`src/ivm_consts.svh`:
```
// constants and register map of the interrupt vector map
// How it works
// serial ch2-5: vectors 8A-84, ids 45-42, four enables, stop+wait wake
// autonomous periodic irq: vector 7E, id 3F, own enable, stop+wait wake
// periodic timer ch0-3: vectors 7A-74, ids 3D-3A, own enable, wait only
// periodic timer ch4-7: vectors 5E-58, ids 2F-2C, own enable, wait only
// coproc triggers 0-3: vectors 72-6C, ids 39-36, shared enable, wait only
// coproc triggers 4-7: vectors 6A-64, ids 35-32, shared enable, wait only
// standard timer ch0-2: vectors 54-50, ids 2A-28, own enable, wait only
`ifndef IVM_CONSTS_SVH
`define IVM_CONSTS_SVH

// =============================================================
// sizes
`define IVM_NUM_SRC      24
`define IVM_DATA_W       32
`define IVM_ADDR_W       4
`define IVM_NUM_SER      4
`define IVM_NUM_PIT      8
`define IVM_NUM_TRIG     8
`define IVM_NUM_TIM      3

// =============================================================
// register offsets
`define IVM_A_VBASE      4'h0
`define IVM_A_SER_EN     4'h1
`define IVM_A_MISC_EN    4'h2
`define IVM_A_PIT_EN     4'h3
`define IVM_A_PENDING    4'h4
`define IVM_A_VECTOR     4'h5
`define IVM_A_STATUS     4'h6
`define IVM_A_MASK       4'h7

// =============================================================
// field positions and reset values
`define IVM_F_API_EN     0
`define IVM_F_COPROC_EN  1
`define IVM_F_TIM_EN     2
`define IVM_RST_VBASE    8'hFF
`define IVM_RST_EN16     16'h0000
`define IVM_RST_EN8      8'h00
`define IVM_RST_EN3      3'h0
`define IVM_ST_REQ       0
`define IVM_ST_STOP      1
`define IVM_ST_WAIT      2
`define IVM_ST_W         3

// =============================================================
// source tables, source 0 (highest priority) in the low byte
`define IVM_VEC_TABLE {8'h50, 8'h52, 8'h54, 8'h58, 8'h5A, 8'h5C, 8'h5E, \
    8'h64, 8'h66, 8'h68, 8'h6A, 8'h6C, 8'h6E, 8'h70, 8'h72, \
    8'h74, 8'h76, 8'h78, 8'h7A, 8'h7E, 8'h84, 8'h86, 8'h88, 8'h8A}
`define IVM_CHN_TABLE {8'h28, 8'h29, 8'h2A, 8'h2C, 8'h2D, 8'h2E, 8'h2F, \
    8'h32, 8'h33, 8'h34, 8'h35, 8'h36, 8'h37, 8'h38, 8'h39, \
    8'h3A, 8'h3B, 8'h3C, 8'h3D, 8'h3F, 8'h42, 8'h43, 8'h44, 8'h45}
`define IVM_STOP_CAP     24'h00001F

`endif

```
`src/ivm_pkg.sv`:
```
// types of the interrupt vector map
package ivm_pkg;

    // =============================================================
    // request handed to the cpu and coprocessor
    typedef struct packed {
        logic       valid;
        logic [15:0] vector;
        logic [7:0] channel;
    } ivm_req_s;

    // =============================================================
    // wake-up indications
    typedef struct packed {
        logic stop_wake;
        logic wait_wake;
    } ivm_wake_s;

endpackage

```
`src/ivm_top.sv`:
```
// interrupt vector map with enables, wake logic and register port
//
// The plain strobed port and the register offsets were chosen for this implementation.
`include "ivm_consts.svh"
`timescale 1ns/10ps
module ivm_top
    import ivm_pkg::*;
#(
    parameter int NUM_SRC = `IVM_NUM_SRC
) (
    input  wire logic                    i_clock,
    input  wire logic                    i_rst,
    input  wire logic [`IVM_ADDR_W-1:0]  i_addr,
    input  wire logic [`IVM_DATA_W-1:0]  i_wdata,
    input  wire logic                    i_wr,
    input  wire logic                    i_rd,
    output logic [`IVM_DATA_W-1:0]       o_rdata,
    input  wire logic [15:0]             i_serial_flags,
    input  wire logic                    i_api_flag,
    input  wire logic [7:0]              i_pit_flags,
    input  wire logic [7:0]              i_coproc_trig,
    input  wire logic [2:0]              i_timer_flags,
    output ivm_req_s                     o_req,
    output ivm_wake_s                    o_wake,
    output logic                         o_irq
);

    // =============================================================
    // check
    if (NUM_SRC != `IVM_NUM_SRC) begin : g_chk
        $error("ivm_top serves exactly the fixed source table");
    end

    localparam int IW = $clog2(NUM_SRC);
    localparam logic [8*NUM_SRC-1:0] VEC_TBL = `IVM_VEC_TABLE;
    localparam logic [8*NUM_SRC-1:0] CHN_TBL = `IVM_CHN_TABLE;
    localparam logic [NUM_SRC-1:0]   STOP_CAP = `IVM_STOP_CAP;

    // =============================================================
    // registers
    logic [7:0]              vbase_reg;
    logic [7:0]              vbase_next;
    logic [15:0]             ser_en_reg;
    logic [15:0]             ser_en_next;
    logic                    api_en_reg;
    logic                    api_en_next;
    logic                    coproc_en_reg;
    logic                    coproc_en_next;
    logic [2:0]              tim_en_reg;
    logic [2:0]              tim_en_next;
    logic [7:0]              pit_en_reg;
    logic [7:0]              pit_en_next;
    logic [`IVM_ST_W-1:0]    status_reg;
    logic [`IVM_ST_W-1:0]    status_next;
    logic [`IVM_ST_W-1:0]    mask_reg;
    logic [`IVM_ST_W-1:0]    mask_next;
    logic [`IVM_DATA_W-1:0]  rdata_reg;
    logic [`IVM_DATA_W-1:0]  rdata_next;
    ivm_req_s                req_reg;
    ivm_req_s                req_next;
    ivm_wake_s               wake_reg;
    ivm_wake_s               wake_next;

    logic [NUM_SRC-1:0]      src_req;
    logic                    pick_valid;
    logic [IW-1:0]           pick_index;
    logic [`IVM_ST_W-1:0]    events;

    // =============================================================
    // source gating
    genvar g;
    for (g = 0; g < `IVM_NUM_SER; g++) begin : g_ser
        assign src_req[g] =
            |(i_serial_flags[4*g +: 4] & ser_en_reg[4*g +: 4]);
    end
    assign src_req[4] = i_api_flag & api_en_reg;
    for (g = 0; g < 4; g++) begin : g_pit
        assign src_req[5 + g]  = i_pit_flags[g] & pit_en_reg[g];
        assign src_req[17 + g] =
            i_pit_flags[4 + g] & pit_en_reg[4 + g];
    end
    for (g = 0; g < `IVM_NUM_TRIG; g++) begin : g_trig
        assign src_req[9 + g] = i_coproc_trig[g] & coproc_en_reg;
    end
    for (g = 0; g < `IVM_NUM_TIM; g++) begin : g_tim
        assign src_req[21 + g] = i_timer_flags[g] & tim_en_reg[g];
    end

    // =============================================================
    // priority pick
    ivm_prio #(
        .N       (NUM_SRC)
    ) u_prio (
        .i_req   (src_req),
        .o_valid (pick_valid),
        .o_index (pick_index)
    );

    // =============================================================
    // request and wake outputs
    always_comb begin
        req_next.valid   = pick_valid;
        req_next.vector  = {vbase_reg, VEC_TBL[pick_index*8 +: 8]};
        req_next.channel = CHN_TBL[pick_index*8 +: 8];
        if (!pick_valid) begin
            req_next.vector  = 16'h0000;
            req_next.channel = 8'h00;
        end
        wake_next.stop_wake = |(src_req & STOP_CAP);
        wake_next.wait_wake = |src_req;
    end

    always_ff @(posedge i_clock) begin
        if (i_rst) begin
            req_reg  <= '0;
            wake_reg <= '0;
        end else begin
            req_reg  <= req_next;
            wake_reg <= wake_next;
        end
    end

    // =============================================================
    // events on rising request and wake levels
    always_comb begin
        events                = '0;
        events[`IVM_ST_REQ]   = req_next.valid & ~req_reg.valid;
        events[`IVM_ST_STOP]  = wake_next.stop_wake & ~wake_reg.stop_wake;
        events[`IVM_ST_WAIT]  = wake_next.wait_wake & ~wake_reg.wait_wake;
    end

    // =============================================================
    // register port
    always_comb begin
        vbase_next     = vbase_reg;
        ser_en_next    = ser_en_reg;
        api_en_next    = api_en_reg;
        coproc_en_next = coproc_en_reg;
        tim_en_next    = tim_en_reg;
        pit_en_next    = pit_en_reg;
        mask_next      = mask_reg;
        status_next    = status_reg;
        rdata_next     = '0;
        if (i_wr) begin
            case (i_addr)
                `IVM_A_VBASE: begin
                    vbase_next = i_wdata[15:8];
                end
                `IVM_A_SER_EN: begin
                    ser_en_next = i_wdata[15:0];
                end
                `IVM_A_MISC_EN: begin
                    api_en_next    = i_wdata[`IVM_F_API_EN];
                    coproc_en_next = i_wdata[`IVM_F_COPROC_EN];
                    tim_en_next    = i_wdata[`IVM_F_TIM_EN +: 3];
                end
                `IVM_A_PIT_EN: begin
                    pit_en_next = i_wdata[7:0];
                end
                `IVM_A_STATUS: begin
                    status_next = status_reg & ~i_wdata[`IVM_ST_W-1:0];
                end
                `IVM_A_MASK: begin
                    mask_next = i_wdata[`IVM_ST_W-1:0];
                end
                default: begin
                    mask_next = mask_reg;
                end
            endcase
        end
        status_next = status_next | events;
        if (i_rd) begin
            case (i_addr)
                `IVM_A_VBASE: begin
                    rdata_next[15:8] = vbase_reg;
                end
                `IVM_A_SER_EN: begin
                    rdata_next[15:0] = ser_en_reg;
                end
                `IVM_A_MISC_EN: begin
                    rdata_next[`IVM_F_API_EN]    = api_en_reg;
                    rdata_next[`IVM_F_COPROC_EN] = coproc_en_reg;
                    rdata_next[`IVM_F_TIM_EN +: 3] = tim_en_reg;
                end
                `IVM_A_PIT_EN: begin
                    rdata_next[7:0] = pit_en_reg;
                end
                `IVM_A_PENDING: begin
                    rdata_next[NUM_SRC-1:0] = src_req;
                end
                `IVM_A_VECTOR: begin
                    rdata_next[24:0] = {req_reg.valid, req_reg.channel,
                                        req_reg.vector};
                end
                `IVM_A_STATUS: begin
                    rdata_next[`IVM_ST_W-1:0] = status_reg;
                end
                `IVM_A_MASK: begin
                    rdata_next[`IVM_ST_W-1:0] = mask_reg;
                end
                default: begin
                    rdata_next = '0;
                end
            endcase
        end
    end

    always_ff @(posedge i_clock) begin
        if (i_rst) begin
            vbase_reg     <= `IVM_RST_VBASE;
            ser_en_reg    <= `IVM_RST_EN16;
            api_en_reg    <= 1'b0;
            coproc_en_reg <= 1'b0;
            tim_en_reg    <= `IVM_RST_EN3;
            pit_en_reg    <= `IVM_RST_EN8;
            status_reg    <= '0;
            mask_reg      <= '0;
            rdata_reg     <= '0;
        end else begin
            vbase_reg     <= vbase_next;
            ser_en_reg    <= ser_en_next;
            api_en_reg    <= api_en_next;
            coproc_en_reg <= coproc_en_next;
            tim_en_reg    <= tim_en_next;
            pit_en_reg    <= pit_en_next;
            status_reg    <= status_next;
            mask_reg      <= mask_next;
            rdata_reg     <= rdata_next;
        end
    end

    // =============================================================
    // outputs
    assign o_rdata = rdata_reg;
    assign o_req   = req_reg;
    assign o_wake  = wake_reg;
    assign o_irq   = |(status_reg & mask_reg);

endmodule // ivm_top

```
`src/ivm_prio.sv`:
```
// fixed priority picker, lowest index wins
`timescale 1ns/10ps
module ivm_prio #(
    parameter int N = 24
) (
    input  wire logic [N-1:0]         i_req,
    output logic                      o_valid,
    output logic [$clog2(N)-1:0]      o_index
);

    // =============================================================
    // check
    if (N < 2) begin : g_chk
        $error("ivm_prio needs at least two inputs");
    end

    // =============================================================
    // search from the lowest priority upward
    always_comb begin
        o_valid = 1'b0;
        o_index = '0;
        for (int i = N - 1; i >= 0; i--) begin
            if (i_req[i]) begin
                o_valid = 1'b1;
                o_index = ($clog2(N))'(i);
            end
        end
    end

endmodule // ivm_prio

```
`config.mk`:
```
export PLATFORM = sky130hd
export DESIGN_NAME = ivm_top
export DESIGN_NICKNAME = d
export VERILOG_FILES = /design/src/ivm_pkg.sv /design/src/ivm_top.sv /design/src/ivm_prio.sv
export VERILOG_INCLUDE_DIRS = /design/src
export SDC_FILE = /design/constraint.sdc
export NUM_CORES = 1
export LEC_CHECK = 0
export ABC_AREA = 1
export BUFFER_PORTS_ARGS = -buffer_cell sky130_fd_sc_hd__buf_2
export CAP_MARGIN = 20
export CORE_UTILIZATION = 35
export CTS_CLUSTER_SIZE = 16
export DETAILED_ROUTE_END_ITERATION = 8
export PLACE_DENSITY = 0.73
export SYNTH_ARGS = -nofsm -noshare
export SYNTH_HDL_FRONTEND = slang
export SYNTH_HIERARCHICAL = 1
export SYNTH_SLANG_ARGS = --single-unit
```
`constraint.sdc`:
```
create_clock -name i_clock -period 2.7 [get_ports i_clock]
set_clock_uncertainty 0.15 [all_clocks]
set_input_delay 0.27 -clock i_clock [delete_from_list [all_inputs] [get_ports i_clock]]
set_output_delay 0.27 -clock i_clock [all_outputs]
set_load 0.01 [all_outputs]
```
# After elaboration in Yosys (flattened, before gate mapping)
# Cells that the tools add are included.
# W data, S select, Z words.
[totals]
latch_bits = 0
mem_bits_rw = 0
input_bits = 76
memories = 0
register_bits = 102
rom_bits = 0
[classes]
addsub = 0
mul = 0
bitwise_logic = 37
reduce_logical = 16
shift = 2
div = 0
n_eq_ne = 7
muxes = 55
order_cmp = 0
[op_table]
columns = ["op", "count"]
rows = [
  ["$shiftx A192 B9 Y8 const A", 2],
  ["$mux W5", 24],
  ["$reduce_or A36 Y1", 1],
  ["$pmux W8 S4", 1],
  ["$mux W1", 24],
  ["$and A1 B1 Y1", 23],
  ["$pmux W3 S7", 1],
  ["$reduce_or A17 Y1", 1],
  ["$and A4 B4 Y4", 4],
  ["$eq A4 B3 Y1 const B", 4],
  ["$pmux W8 S2", 1],
  ["$reduce_or A4 Y1", 4],
  ["$pmux W3 S4", 1],
  ["$pmux W2 S5", 1],
  ["$reduce_and A2 Y1", 5],
  ["$eq A4 B2 Y1 const B", 2],
  ["$and A3 B3 Y3", 2],
  ["$mux W3", 2],
  ["$not A1 Y1", 6],
  ["$reduce_or A3 Y1", 2],
  ["$eq A4 B1 Y1 const B", 1],
  ["$logic_not A4 Y1", 1],
  ["$reduce_or A2 Y1", 2],
  ["$not A3 Y3", 1],
  ["$or A3 B3 Y3", 1],
]

# Logic depth before layout (Yosys ltp)
[depth]
depth_word = 27
depth_mapped = 32

# Modules after synthesis
# Netlist, hierarchy kept.
[modules_own_cells]
columns = ["module", "cells_per_inst", "seq_area_each_um2", "area_per_inst_um2", "n_inst"]
rows = [
  ["ivm_top", 549, 1721.7, 3913.8, 1],
  ["ivm_prio", 79, 0.0, 324.1, 1],
]

# Least setup slack after synthesis
# No wires, ideal clock.
[synth_timing]
path_type = "register -> register"
start = "reg tim_en_reg[2]"
end = "reg req_reg, in the netlist o_req[11]"
synth_period_minus_slack_ns = 2.569
slack_ns = 0.131
stages_incl_launch_ff = 19
t_arrival_ns = 2.349
n_path_buf = 0
path_cell_list = "dfxtp_1 -> nand2_1 -> inv_1 -> nor2_1 -> o311ai_0 -> nand3_1 -> nand2_1 -> nand2_1 -> nand2_1 -> nand2_1 -> nand2_1 -> a21oi_1 -> a211oi_1 -> inv_1 -> ha_1 -> nand2_1 -> nand2_1 -> o21bai_1 -> a21oi_1"
[synth_via]
elab_cells_between_ends = 52
cone_classes = "1 x shift; 48 x mux; 2 x bitwise; 1 x reduce/logical"
[synth_rtl]
columns = ["element", "line", "rtl"]
rows = [
  ["from (decl)", "ivm_top.sv:49", "logic [2:0] tim_en_reg;"],
  ["from (signal assigned)", "ivm_top.sv:214", "tim_en_reg <= `IVM_RST_EN3;"],
  ["from (signal assigned)", "ivm_top.sv:224", "tim_en_reg <= tim_en_next;"],
  ["$and A1 B1 Y1", "ivm_top.sv:86", "assign src_req[21 + g] = i_timer_flags[g] & tim_en_reg[g];"],
  ["named net src_req[23]", "ivm_top.sv:64", "logic [NUM_SRC-1:0] src_req;"],
  ["$mux W5 (24 in a row)", "ivm_prio.sv:23", "if (i_req[i]) begin"],
  ["named net pick_index[1]", "ivm_top.sv:66", "logic [IW-1:0] pick_index;"],
  ["$shiftx A192 B9 Y8", "ivm_top.sv:103", "req_next.vector = {vbase_reg, VEC_TBL[pick_index*8 +: 8]};"],
  ["to (signal assigned)", "ivm_top.sv:118", "req_reg <= req_next;"],
  ["to (decl)", "ivm_top.sv:59", "ivm_req_s req_reg;"],
]
# The timed path passes the listed nets, and every way through them passes these cells.
# A chain may end at the register's enable or synchronous reset.

# Final worst setup path
[layout_timing]
start = "reg ser_en_reg[1]"
end = "reg req_reg, in the netlist o_req[11]"
[layout_via]
elab_cells_between_ends = 7
cone_classes = "1 x shift; 2 x mux; 2 x bitwise; 2 x reduce/logical"
[layout_rtl]
columns = ["element", "line", "rtl"]
rows = [
  ["from (decl)", "ivm_top.sv:43", "logic [15:0] ser_en_reg;"],
  ["from (signal assigned)", "ivm_top.sv:211", "ser_en_reg <= `IVM_RST_EN16;"],
  ["from (signal assigned)", "ivm_top.sv:221", "ser_en_reg <= ser_en_next;"],
  ["$and A4 B4 Y4", "ivm_top.sv:74", "|(i_serial_flags[4*g +: 4] & ser_en_reg[4*g +: 4]);"],
  ["$reduce_or A4 Y1", "ivm_top.sv:74", ""],
  ["named net src_req[0]", "ivm_top.sv:64", ""],
  ["$mux W5", "ivm_prio.sv:23", ""],
  ["named net pick_index[4]", "ivm_top.sv:66", ""],
  ["$shiftx A192 B9 Y8", "ivm_top.sv:103", ""],
]
# The timed path passes the listed nets, and every way through them passes these cells.

==> out/results.ini <==
[run_status]
status=finished, violations left
violations=design-rule violations, negative setup slack

[critical_path]
cp_slowest_cell=dfxtp_1
worstPathArrival_ps=2820
path_cells=nand2_1, nand2_1, nor2_1, inv_1, nor4_1, inv_1, nor2_1, inv_1, nor4_1, inv_1, nor2_1, nand2_2, o21bai_1, a21oi_1
worstPathMaxFanout=4
critical_path_required_ps=2810
crit_type=flop to flop
worstReg2RegStart=ser_en_reg[1]
cp.depth=14
startpoint=ser_en_reg[1]
crit_family=simple AND/OR/NAND/NOR gates
rr_endpoint=o_req[11]
endpoint=o_req[11]
reg2reg_slack_ps=-4
crit_path_end_kind=flop
slowest_delay_ps=320
r2r_cells=14
worst-path-buf-inv=4
cp-start-kind=flop
cp_common_cell=inv_1

[floorplan]
die_y_um=112.0
fp-row-count=39
core_sq_um=11610
start_util_pct=36.49
top_level_ports=136
die_x_um=112.0
die_area_sq_um=12550

[power_and_ir_drop]
comb_power_share_pct=14.6
pwr-share-seq_pct=43.1
switchingPower_mw=0.8215
power_mw=3.163
power.internal_mw=2.341
power.share.switching_pct=25.97
p_per_area_nw_per_um2=593.9
cellLeakagePower_nw=2.767
vdd_drop_max_mv=0.2804
pwr-share-clk_pct=42.4

[synthesis]
seq_area_frac_synth_pct=40.63
async_reset_ff_share_pct=0
synth_top_area_cell=dfxtp_1
netlist_area_sq_um=4238
synth.distinct_cells=32
synth_top_area_share_pct=40.63
yosys_most_used_dff=dfxtp_1
postSynthAreaPerCell_sq_um=6.748
netlist_instances=628
synthTopCellsByArea=dfxtp_1 41%, nand2_1 12%, inv_1 9.5%
yosys_warnings=6
synth-edff-count=0
synth-seq-cells=86

[timing]
grt_setup_unrepaired=yes
worst_pin_slew_ps=508.7
fmaxAchievable_ghz=0.3698
finalCritPeriodShare_pct=100.2
fin_hold_ws_ps=11.01
final.min_clock_period_ps=2704
setup-violations-final=1
relSlewSlack_pct=65.96
hold_violations=0
slew_violations=0
setup_ws_ps=-4.256

[placement]
place_congestion=0.8898
hpwlAfterDp_mm=9.790
placed_cell_area_sq_um=4918
dp_slack_ps=-90.94
dp.cells=876
portBuffers=110

[clocking]
cts_buffers=9
htree_levels=3
worstSkewPairLatency_ps=340
clock-sinks=86
cts_tree=done
clock_path_buffers=2
root_buffer=clkbuf_16
clk_pin_slew_ps=60

[global_route]
grt_pass1_wl_mm=19.89
grt_pass1_vias=4093
antenna_found_initial=1
grt_max_degree=32
grt_overflow_total=0
grtUsageTotal_pct=20.49

[cells_and_area]
ff_latch_area_sq_um=1727
fin_nets=825
fin_area_sq_um=5325
largest_reg_flops=25
area_growth_pct=25.66
multiInputGateArea_sq_um=1942
fillCellCount=1199
drive_above_1_share_pct=24.70
final_cells=894

[job]
max_cap_viol_count=0

[routing]
drc_errors=16
ant_nets=0
drt_wl_total_mm=12.59
routed-via-count=4308
wl_per_cell_um=14.08
vias_per_cell=4.819
drt-initial-drc-count=260
firstDrtPassIters=7

[hold_path]
hold_class=primary input to flop

metal layers:
metal  routed length (um)  GRT usage [%]  part of all wire (%)
met1                 5585          25.90                    44
met2                 5849          34.41                    46
met3                  907          3.834                   7.2
met4                  249          8.444                   2.0
met5                    0              0                     0
through the flow:
stage	setup TNS [ps]	util (%)
2_1_floorplan	0	-
3_3_place_gp	-99.49	42.35
3_5_place_dp	-142.5	42.35
4_1_cts	0	45.14
5_1_grt	-894.5	45.83
6_report	-4.256	45.85
power groups by stage:
| stage | sequential [mW] | combinational, mW | clock, mW |
|---|---|---|---|
| 3_3_place_gp | 1.39 | 0.421 | 0 |
| 4_1_cts | 1.36 | 0.430 | 1.36 |
| 2_1_floorplan | 1.40 | 0.248 | 0 |
| 3_5_place_dp | 1.39 | 0.426 | 0 |
| 5_1_grt | 1.37 | 0.512 | 1.41 |
| 6_report | 1.36 | 0.460 | 1.34 |
cell type report:
cell class	instances	share of cell area (%)
Antenna cell	2	0.09398
Clock buffer	10	4.488
Sequential cell	86	32.42
Clock inverter	5	1.527
Inverter	114	8.130
Tap cell	143	3.360
Timing Repair Buffer	132	13.51
Multi-Input combinational cell	402	36.47
worst register-to-register path, stage by stage (launching register included):
cell      delay, ps
dfxtp_1         320
nand2_1          60
nand2_1          50
nor2_1          240
inv_1           150
nor4_1          240
inv_1           110
nor2_1          130
inv_1            70
nor4_1          290
inv_1           120
nor2_1          310
nand2_2         100
o21bai_1        170
a21oi_1         120
layout by cell type, fill, tap and decap left out, types with 2 or more instances in the layout:
master / netlist / final
diode_2: 0 / 2
buf_2: 9 / 110
nand3_1: 19 / 19
ha_4: 0 / 2
o21ai_1: 6 / 7
clkinv_2: 2 / 3
a21oi_1: 56 / 54
o21a_1: 3 / 3
buf_4: 18 / 21
nor2_1: 82 / 82
dfxtp_2: 0 / 4
a21oi_2: 1 / 3
a211oi_1: 2 / 2
dfxtp_1: 86 / 82
clkbuf_16: 0 / 9
o21ai_0: 40 / 39
nor4_1: 3 / 3
nor3_1: 4 / 4
o221ai_1: 2 / 2
nand4_1: 3 / 3
inv_1: 107 / 102
o2bb2ai_1: 6 / 6
conb_1: 1 / 9
o22ai_1: 16 / 16
bufinv_16: 0 / 2
nand2_4: 2 / 4
inv_2: 5 / 9
nor2_4: 2 / 2
nand2_1: 133 / 126
nand2_2: 5 / 10
cells in the mapped netlist (all sizes together), types with 3 or more instances:
master   count
nand2      140
inv        112
dfxtp       86
nor2        84
a21oi       57
o21ai       46
buf         31
nand3       19
o22ai       16
o2bb2ai      6
ha           4
nor3         4
clkbuf       3
nand4        3
nor4         3
o21a         3
kinds of logic after synthesis:
family,Yosys count,share of synthesized area [%]
other,1,0.08849
and+or+nand+nor,253,24.45
AOI/OAI and AO/OA,136,17.92
adders and majority gates,4,1.181
DFF,86,40.63
buffers and inverters,148,15.74
worst min-delay path by stage:
stage	startpoint	to	slack (ps)	cells past startpoint
floorplan	i_wdata[8]	vbase_reg[0]	250	2
global placement	o_req[24]	o_rdata[24]	300	2
detailed placement	vbase_reg[5]	o_req[21]	300	2
CTS	i_wdata[9]	vbase_reg[1]	9	3
global route	i_wdata[8]	vbase_reg[0]	20	3
finish	i_wdata[9]	vbase_reg[1]	10	3
timing repair:
item                       in CTS  in global routing
hold buffers                    0                  0
setup buffers                   0                  1
resized for setup               3                 25
cloned                          0                  0
pin swaps                       0                  8
setup endpoints to repair       2                  5
No activity file was read; power rests on OpenSTA's default activity.
